### config.mk
export PLATFORM = sky130hd
export DESIGN_NAME = sfcp_core
export DESIGN_NICKNAME = d
export VERILOG_FILES = /design/src/design/sfcp_core.v
export VERILOG_INCLUDE_DIRS = /design/src /design/src/include
export SDC_FILE = /design/constraint.sdc
export NUM_CORES = 1
export LEC_CHECK = 0
export BUFFER_PORTS_ARGS = -buffer_cell sky130_fd_sc_hd__buf_2
export CORE_ASPECT_RATIO = 1.75
export CORE_MARGIN = 2
export CORE_UTILIZATION = 24
export CTS_CLUSTER_DIAMETER = 200
export DETAILED_ROUTE_END_ITERATION = 8
export GPL_ROUTABILITY_DRIVEN = 0
export REMOVE_ABC_BUFFERS = 1
export SLEW_MARGIN = 20
export SYNTH_ARGS = -nofsm -noshare
export SYNTH_HDL_FRONTEND = slang
export SYNTH_SLANG_ARGS = --single-unit
### constraint.sdc
create_clock -name clk_sys_in -period 3.9 [get_ports clk_sys_in]
set_clock_uncertainty 0.2 [all_clocks]
set_input_delay 0.78 -clock clk_sys_in [delete_from_list [all_inputs] [get_ports clk_sys_in]]
set_output_delay 0.78 -clock clk_sys_in [all_outputs]
set_load 0.01 [all_outputs]
### src/include/sfcp_defs.vh
/*
 * Constants of the serial flash command and protection block: opcodes,
 * status byte layout, reset values and array geometry.
 * Assumes it is included by its bare name from the design file.
 */
`ifndef SFCP_DEFS_VH
`define SFCP_DEFS_VH

// opcodes
`define SFCP_OP_READ        8'h03
`define SFCP_OP_FAST_READ   8'h0b
`define SFCP_OP_SECT_ERASE  8'h20
`define SFCP_OP_BLK_ERASE_A 8'h52
`define SFCP_OP_BLK_ERASE_B 8'hd8
`define SFCP_OP_CHIP_ERA_A  8'h60
`define SFCP_OP_CHIP_ERA_B  8'hc7
`define SFCP_OP_BYTE_PROG   8'h02
`define SFCP_OP_AUTO_PROG   8'haf
`define SFCP_OP_STAT_READ   8'h05
`define SFCP_OP_STAT_UNLOCK 8'h50
`define SFCP_OP_STAT_WRITE  8'h01
`define SFCP_OP_LATCH_SET   8'h06
`define SFCP_OP_LATCH_CLR   8'h04
`define SFCP_OP_ID_READ_A   8'h90
`define SFCP_OP_ID_READ_B   8'hab

// status byte bit positions
`define SFCP_ST_BUSY        0
`define SFCP_ST_WR_EN       1
`define SFCP_ST_PL_LOW      2
`define SFCP_ST_PL_HIGH     3
`define SFCP_ST_AUTO        6
`define SFCP_ST_LOCK        7

// reset values
`define SFCP_RST_PROTECT    2'h3
`define SFCP_RST_LOCK       1'h0
`define SFCP_RST_WR_EN      1'h0
`define SFCP_RST_AUTO       1'h0

// geometry: address bit 16 is the highest array bit
`define SFCP_ADDR_W         17
`define SFCP_ADDR_TOP       17'h1ffff
`define SFCP_BYTE_BITS      3'h7
`define SFCP_ADDR_BYTES     2'h2

`endif

### src/design/sfcp_core.v
/*
 * Instruction decoder, status byte and write protection of a small serial
 * flash. Runs on clk_sys_in; the serial pins are oversampled, so the clock
 * must be at least eight times the serial clock. Program and erase timing
 * live in the array controller outside, which takes one-cycle requests and
 * reports busy; array read data must be valid three cycles after the read
 * address changes.
 */
// Contract
// write-enable latch clears at reset, latch-clear, program, erase, auto top address.
// with latch clear, no program or erase request is issued.
// protection bits select none, upper quarter, upper half or whole array.
// status write changes protection bits only with pin high or lock clear.
// full-array erase only when both protection bits are zero.
// reset sets both protection bits and clears the lock bit.
// pin low with lock set freezes lock and protection bits.
// status bit shows auto-increment mode; single-byte mode after reset.
// instruction starts at select fall; bits sampled on rising clock, msb first.
// every bus cycle is eight serial clock periods.
// host sends latch-set before any program or erase.
// host raises select after the last bit; device acts then.
// select rising inside a bus cycle aborts the instruction.
// status write works only directly after the unlock instruction.
// auto program starts with address and data, then opcode plus data only.
// status read repeats the status byte until select rises.
// id read gives maker code for address bit 0 low, else part code.
// address bits above bit 16 are ignored.
// fast read skips one dummy byte, ignoring its value.
// status byte layout: busy, latch, protection bits, auto, lock.
// array read streams consecutive addresses, wrapping at the top.
// program or erase into a protected region is ignored.
// latch-set sets the write-enable latch when select rises.
// unknown opcodes do nothing.
`timescale 1ns/100ps
`include "sfcp_defs.vh"

module sfcp_core #(
    parameter [7:0] MAKER_CODE = 8'h5a,   // arbitrary value
    parameter [7:0] PART_CODE  = 8'h3c    // arbitrary value
) (
    input  wire                    clk_sys_in,         // system clock
    input  wire                    srst_in,            // synchronous reset, power-up
    input  wire                    sck_in,             // serial clock pin
    input  wire                    sel_n_in,           // select pin, active low
    input  wire                    si_in,              // serial data in pin
    input  wire                    wp_n_in,            // write-protect pin, active low
    output reg                     so_out,             // serial data out
    output wire                    so_oe_out,          // so drive enable
    input  wire                    array_busy_in,      // array operation running
    input  wire [7:0]              array_rd_data_in,   // array byte at read address
    output wire [`SFCP_ADDR_W-1:0] array_rd_addr_out,  // array read address
    output reg                     prog_req_out,       // program one byte, pulse
    output reg                     sect_erase_req_out, // sector erase, pulse
    output reg                     blk_erase_req_out,  // block erase, pulse
    output reg                     chip_erase_req_out, // full erase, pulse
    output reg  [`SFCP_ADDR_W-1:0] op_addr_out,        // program or erase address
    output reg  [7:0]              op_data_out,        // program data
    output wire [7:0]              status_out          // status byte view
);

    localparam [6:0] ST_IDLE  = 7'h01;
    localparam [6:0] ST_OPC   = 7'h02;
    localparam [6:0] ST_ADDR  = 7'h04;
    localparam [6:0] ST_DUMMY = 7'h08;
    localparam [6:0] ST_DIN   = 7'h10;
    localparam [6:0] ST_DOUT  = 7'h20;
    localparam [6:0] ST_SKIP  = 7'h40;

    reg [2:0]              sck_s;
    reg [2:0]              sel_s;
    reg [1:0]              si_s;
    reg [1:0]              wp_s;
    reg [6:0]              state;
    reg [2:0]              bit_cnt;
    reg [1:0]              byte_idx;
    reg [7:0]              shift;
    reg [7:0]              opcode;
    reg [`SFCP_ADDR_W-1:0] addr;
    reg [`SFCP_ADDR_W-1:0] rd_addr;
    reg [`SFCP_ADDR_W-1:0] auto_addr;
    reg [7:0]              din;
    reg [7:0]              out_sh;
    reg                    ready;
    reg                    armed;
    reg                    write_enable_latch;
    reg [1:0]              protect;
    reg                    lock;
    reg                    auto_mode;

    wire                    sck_rise = sck_s[1] & ~sck_s[2];
    wire                    sck_fall = ~sck_s[1] & sck_s[2];
    wire                    sel_fall = ~sel_s[1] & sel_s[2];
    wire                    sel_rise = sel_s[1] & ~sel_s[2];
    wire                    active   = ~sel_s[1];
    wire [7:0]              in_byte  = {shift[6:0], si_s[1]};
    wire                    byte_end = sck_rise & (bit_cnt == `SFCP_BYTE_BITS);
    wire [`SFCP_ADDR_W-1:0] in_addr  = {addr[`SFCP_ADDR_W-2:0], si_s[1]};
    wire [`SFCP_ADDR_W-1:0] target   = auto_mode ? auto_addr : addr;
    wire                    may_write = write_enable_latch & ~array_busy_in;
    wire                    stat_ok  = wp_s[1] | ~lock;

    // upper quarter starts at 18000, upper half at 10000
    function prot_hit;
        input [1:0]              lvl;
        input [`SFCP_ADDR_W-1:0] a;
        begin
            prot_hit = (lvl == 2'h3) |
                       ((lvl == 2'h2) & a[16]) |
                       ((lvl == 2'h1) & a[16] & a[15]);
        end
    endfunction

    assign status_out = {lock, auto_mode, 2'h0, protect, write_enable_latch, array_busy_in};
    assign array_rd_addr_out = rd_addr;
    assign so_oe_out = active & (state == ST_DOUT);

    // pins cross in through two flops, three for sck and select; only the later stages feed logic
    always @(posedge clk_sys_in) begin
        if (srst_in) begin
            sck_s <= 3'h0;
            sel_s <= 3'h7;
            si_s  <= 2'h0;
            wp_s  <= 2'h3;
        end else begin
            sck_s <= {sck_s[1:0], sck_in};
            sel_s <= {sel_s[1:0], sel_n_in};
            si_s  <= {si_s[0], si_in};
            wp_s  <= {wp_s[0], wp_n_in};
        end
    end

    always @(posedge clk_sys_in) begin
        if (srst_in) begin
            state              <= ST_IDLE;
            bit_cnt            <= 3'h0;
            byte_idx           <= 2'h0;
            shift              <= 8'h00;
            opcode             <= 8'h00;
            addr               <= {`SFCP_ADDR_W{1'b0}};
            rd_addr            <= {`SFCP_ADDR_W{1'b0}};
            auto_addr          <= {`SFCP_ADDR_W{1'b0}};
            din                <= 8'h00;
            out_sh             <= 8'h00;
            so_out             <= 1'b0;
            ready              <= 1'b0;
            armed              <= 1'b0;
            write_enable_latch <= `SFCP_RST_WR_EN;
            protect            <= `SFCP_RST_PROTECT;
            lock               <= `SFCP_RST_LOCK;
            auto_mode          <= `SFCP_RST_AUTO;
            prog_req_out       <= 1'b0;
            sect_erase_req_out <= 1'b0;
            blk_erase_req_out  <= 1'b0;
            chip_erase_req_out <= 1'b0;
            op_addr_out        <= {`SFCP_ADDR_W{1'b0}};
            op_data_out        <= 8'h00;
        end else begin
            prog_req_out       <= 1'b0;
            sect_erase_req_out <= 1'b0;
            blk_erase_req_out  <= 1'b0;
            chip_erase_req_out <= 1'b0;
            if (sel_fall) begin
                state   <= ST_OPC;
                bit_cnt <= 3'h0;
                ready   <= 1'b0;
            end else if (sel_rise) begin
                state   <= ST_IDLE;
                bit_cnt <= 3'h0;
                // unlock lives for exactly one following instruction
                armed   <= ready & (bit_cnt == 3'h0) & (opcode == `SFCP_OP_STAT_UNLOCK);
                if (ready && bit_cnt == 3'h0) begin
                    case (opcode)
                        `SFCP_OP_LATCH_SET: write_enable_latch <= 1'b1;
                        `SFCP_OP_LATCH_CLR: begin
                            write_enable_latch <= 1'b0;
                            auto_mode          <= 1'b0;
                        end
                        `SFCP_OP_STAT_WRITE: begin
                            if (armed && stat_ok) begin
                                protect <= din[`SFCP_ST_PL_HIGH:`SFCP_ST_PL_LOW];
                                lock    <= din[`SFCP_ST_LOCK];
                            end
                        end
                        `SFCP_OP_BYTE_PROG: begin
                            if (may_write && !prot_hit(protect, addr)) begin
                                prog_req_out <= 1'b1;
                                op_addr_out  <= addr;
                                op_data_out  <= din;
                                write_enable_latch <= 1'b0;
                            end
                        end
                        `SFCP_OP_AUTO_PROG: begin
                            if (may_write && !prot_hit(protect, target)) begin
                                prog_req_out <= 1'b1;
                                op_addr_out  <= target;
                                op_data_out  <= din;
                                auto_addr    <= target + 1'b1;
                                auto_mode    <= 1'b1;
                                // no wrap: leave auto mode at the top address
                                if (target == `SFCP_ADDR_TOP) begin
                                    auto_mode          <= 1'b0;
                                    write_enable_latch <= 1'b0;
                                end
                            end
                        end
                        `SFCP_OP_SECT_ERASE: begin
                            if (may_write && !prot_hit(protect, addr)) begin
                                sect_erase_req_out <= 1'b1;
                                op_addr_out        <= addr;
                                write_enable_latch <= 1'b0;
                            end
                        end
                        `SFCP_OP_BLK_ERASE_A, `SFCP_OP_BLK_ERASE_B: begin
                            if (may_write && !prot_hit(protect, addr)) begin
                                blk_erase_req_out <= 1'b1;
                                op_addr_out       <= addr;
                                write_enable_latch <= 1'b0;
                            end
                        end
                        `SFCP_OP_CHIP_ERA_A, `SFCP_OP_CHIP_ERA_B: begin
                            if (may_write && protect == 2'h0) begin
                                chip_erase_req_out <= 1'b1;
                                op_addr_out        <= {`SFCP_ADDR_W{1'b0}};
                                write_enable_latch <= 1'b0;
                            end
                        end
                        default: ;
                    endcase
                end
            end else if (active) begin
                if (sck_rise && state != ST_IDLE) begin
                    shift   <= in_byte;
                    bit_cnt <= bit_cnt + 1'b1;
                    if (state == ST_ADDR)
                        addr <= in_addr;
                end
                if (byte_end) begin
                    case (state)
                        ST_OPC: begin
                            opcode   <= in_byte;
                            byte_idx <= 2'h0;
                            case (in_byte)
                                `SFCP_OP_READ, `SFCP_OP_FAST_READ, `SFCP_OP_BYTE_PROG,
                                `SFCP_OP_SECT_ERASE, `SFCP_OP_BLK_ERASE_A, `SFCP_OP_BLK_ERASE_B,
                                `SFCP_OP_ID_READ_A, `SFCP_OP_ID_READ_B:
                                    state <= ST_ADDR;
                                `SFCP_OP_AUTO_PROG:
                                    state <= auto_mode ? ST_DIN : ST_ADDR;
                                `SFCP_OP_STAT_READ:
                                    state <= ST_DOUT;
                                `SFCP_OP_STAT_WRITE:
                                    state <= ST_DIN;
                                `SFCP_OP_LATCH_SET, `SFCP_OP_LATCH_CLR, `SFCP_OP_STAT_UNLOCK,
                                `SFCP_OP_CHIP_ERA_A, `SFCP_OP_CHIP_ERA_B: begin
                                    ready <= 1'b1;
                                    state <= ST_SKIP;
                                end
                                default:
                                    state <= ST_SKIP;
                            endcase
                        end
                        ST_ADDR: begin
                            byte_idx <= byte_idx + 1'b1;
                            if (byte_idx == `SFCP_ADDR_BYTES) begin
                                rd_addr <= in_addr;
                                case (opcode)
                                    `SFCP_OP_READ, `SFCP_OP_ID_READ_A, `SFCP_OP_ID_READ_B:
                                        state <= ST_DOUT;
                                    `SFCP_OP_FAST_READ:
                                        state <= ST_DUMMY;
                                    `SFCP_OP_BYTE_PROG, `SFCP_OP_AUTO_PROG:
                                        state <= ST_DIN;
                                    default: begin
                                        ready <= 1'b1;
                                        state <= ST_SKIP;
                                    end
                                endcase
                            end
                        end
                        ST_DUMMY: state <= ST_DOUT;
                        ST_DIN: begin
                            din   <= in_byte;
                            ready <= 1'b1;
                            state <= ST_SKIP;
                        end
                        default: ;
                    endcase
                end
                // reload at each byte boundary; the same byte repeats for status and id
                if (sck_fall && state == ST_DOUT) begin
                    if (bit_cnt == 3'h0) begin
                        case (opcode)
                            `SFCP_OP_STAT_READ: begin
                                out_sh <= {status_out[6:0], 1'b0};
                                so_out <= status_out[7];
                            end
                            `SFCP_OP_ID_READ_A, `SFCP_OP_ID_READ_B: begin
                                out_sh <= rd_addr[0] ? {PART_CODE[6:0], 1'b0} : {MAKER_CODE[6:0], 1'b0};
                                so_out <= rd_addr[0] ? PART_CODE[7] : MAKER_CODE[7];
                            end
                            default: begin
                                out_sh  <= {array_rd_data_in[6:0], 1'b0};
                                so_out  <= array_rd_data_in[7];
                                rd_addr <= rd_addr + 1'b1;
                            end
                        endcase
                    end else begin
                        so_out <= out_sh[7];
                        out_sh <= {out_sh[6:0], 1'b0};
                    end
                end
            end
        end
    end

endmodule // sfcp_core

==> results.tsv <==
metric	value	unit
total of endpoints with negative setup slack in the final report	0	
Reg2Reg Depth	7	
Hold WC Path Type	register to register	
Iter 0 DRT Violations	585	
startpoint type of the worst setup path	register	
unrepaired setup endpoints after global routing	no	
post-synthesis cell type count	76	
share of flip-flops with an asynchronous set or reset	0	%
MaxCap Viol Count	0	
fin. max-slew vios	0	
Post-Layout Cell Count	1384	
total area of multi-input combinational cells	4554	µm²
placed instance area	8387	µm²
RR Startpoint	auto_mode	
layout filler cell count	3393	
multiplexer fraction of the synthesized cell area	11.12	%
CTS tree	yes	
iteration count of the initial detailed-routing pass	7	
most frequent standard cell in the layout excluding fill and tap cells	dfxtp_1	
maximum level of the CTS H-tree	4	
worst skew pair latency	440	ps
wire length of the first global-routing pass	38.29	mm
dominant cells by area after synthesis	dfxtp_1, mux2i_1, nor2_1, a21oi_1, nand2_1	
number of I/O port buffers	68	
Post-Synthesis Mean Instance Area	8.234	µm²
flip-flop and latch area	2804	µm²
Worst Setup EP	op_addr_out[7]	
post-cts repair resize count	0	
post-layout minimum cycle time	3081	ps
register area share after synthesis	36.06	%
total design power	3.121	mW
reg2reg end	op_addr_out[7]	
CTS hold repair buffers	0	
classification of the worst setup path	register to register	
maximum resistive drop on vdd	332.3	µV
Detailed Place HPWL	18.33	mm
core outline area	32110	µm²
via count of the first global-routing pass	7147	
violated checks	DRC	
first element of the critical path	auto_mode	
number of buffers between clock root and the deepest sink	2	
flop and latch count out of synthesis	140	
Power per Cell Area	348.8	nW/µm²
setup slack, reg-to-reg	820	ps
final design area excluding fillers	8949	µm²
all-layer global routing usage	14.45	%
Tightest Pin Transition	917.6	ps
number of clock sinks	140	
Post CTS Setup Buffer Count	0	
post-synthesis instance area	7772	µm²
leakage component of the power	3.231	nW
die boundary width	140.0	µm
dominant combinational cell family by area after synthesis	simple AND/OR/NAND/NOR gates	
average wire per cell in the routed design	17.79	µm
vias per std cell	5.237	
Max Clock Freq	324.6	MHz
portion of synthesized cell area occupied by the leading cell type	36.06	%
Relative slew margins	38.60	%
Synth Flop Type	dfxtp_1	
adder and majority cell fraction of the synthesized area	1.932	%
category of the worst setup path capture point	register	
diode insertion count for antenna repair	0	
cell count after synthesis	944	
TritonCTS buffer count	17	
Row Count	87	
sum of routed wire length over all layers	24.63	mm
total vias in the final route	7248	
grt total ovfl	0	
Final Hold Violating Endpoints	0	
crit path DAT	3190	ps
maximum number of pins on one net before global-route repair	85	
Initial Utilization	24.20	%
root buffer selected by CTS	clkbuf_16	
Critical Path Fanout Max	30	
count of warnings emitted by yosys	0	
simple-gate area share of the yosys netlist	23.91	%
number of remaining DRC errors	4	
required time worst endpoint	4010	ps
remaining antenna violation count	0	
largest area contributor in the synthesized netlist	dfxtp_1	
outcome	finished with violations	
number of placed I/O pins	71	
commonest cells after routing, fill and taps aside	dfxtp_1, nor2_1, nand2_1, mux2i_1, a21oi_1	
area enclosed by the die boundary	33900	µm²
number of placed cells counting well taps	1353	
register clock-pin slew on the reported worst setup and hold paths	60	ps
post-route clock period utilization	78.99	%
post-layout util	27.87	%
number of enable-type register cells in the synthesized netlist	0	
worst hold slack across all endpoints	212.0	ps
antenna violations before repair	0	
parity-gate share of the synthesized area counting xor and xnor cells	1.578	%
Die Span Y	242.1	µm
fraction of layout instances using a drive strength above 1	15.45	%
synthesized-area fraction occupied by ao, oa, aoi and oai cells	19.83	%
area overhead of the layout relative to synthesis	15.13	%
Final nets	999	
-- state kept, by name, indices dropped and copies added, names as in the netlist, 8 cells and up --
signal             count
auto_addr             17
op_addr_out           17
addr                  17
array_rd_addr_out     17
op_data_out            8
opcode                 8
din                    8
-- synthesized netlist by cell type, types with 7 or more instances --
cell type / n
mux2i_1: 74
ha_1: 12
o32ai_1: 7
a211oi_1: 11
inv_1: 24
nor2_1: 116
nand3b_1: 14
a22oi_1: 12
o22ai_1: 7
nand2b_1: 10
nand3_1: 39
a211oi_2: 10
o21ai_0: 23
nor2b_1: 12
and3_1: 9
o21a_1: 8
nand4_1: 10
buf_4: 7
a21oi_1: 73
a31oi_1: 17
xor2_1: 10
o211ai_1: 11
nand2_1: 87
mux2_2: 11
clkbuf_1: 41
nor4_1: 12
or3_1: 7
dfxtp_1: 140
nor3_1: 18
buf_2: 16
-- worst max-delay path, cell delays in order, from the launching register on --
cell	delay, ps
dfxtp_2	730
mux2i_1	340
o21ai_0	260
o21ai_0	350
o311a_1	370
buf_4	240
and2_4	320
a311oi_1	130
-- kinds of logic (layout without fill, tap and decap cells) --
kind of cell               Yosys count  in the layout
adders and majority gates           12             12
other                                1              2
muxes                               85             85
xor gates and xnor gates            14             14
and+or+nand+nor                    371            371
AOI/OAI and AO/OA                  225            225
buffers and inverters               96            135
DFF                                140            140
-- layout make-up --
| class | instances | area share (%) |
|---|---|---|
| Inverter | 25 | 1.049 |
| Clock inverter | 12 | 1.286 |
| Timing Repair Buffer | 79 | 4.894 |
| Multi-Input combinational cell | 709 | 50.89 |
| Clock buffer | 19 | 4.950 |
| Tap cell | 400 | 5.593 |
| Sequential cell | 140 | 31.33 |
-- routing by layer --
layer	vias to the layer above	share of wire, %	GRT usage (%)
met5	-	0	0
met4	0	7.8	11.79
met3	90	3.7	2.708
met2	181	53	26.92
met1	3493	35	13.48
li1	3484	-	-
-- how the worst min path moves through the flow --
stage,from,end,slack [ps],depth (start not counted)
2_1_floorplan,sel_s[0],sel_s[1],190,1
3_3_place_gp,wp_s[0],wp_s[1],190,1
3_5_place_dp,wp_s[0],wp_s[1],200,1
4_1_cts,wp_s[0],wp_s[1],220,1
5_1_grt,sel_s[0],sel_s[1],230,1
6_report,sel_s[0],sel_s[1],210,1
-- power by group --
part           internal, mW  switching, mW  total [mW]
registers              1.44         0.0193        1.46
logic                0.0327         0.0673       0.100
clock network         0.896          0.668        1.56
-- stage by stage --
step                      worst slack, ps  setup TNS [ps]
after floorplan                    -201.5           -3425
after global placement              849.0               0
after detailed placement            727.7               0
after CTS                           671.4               0
after global routing                498.4               0
final                               819.3               0
Power figures use the tool's default switching activity.
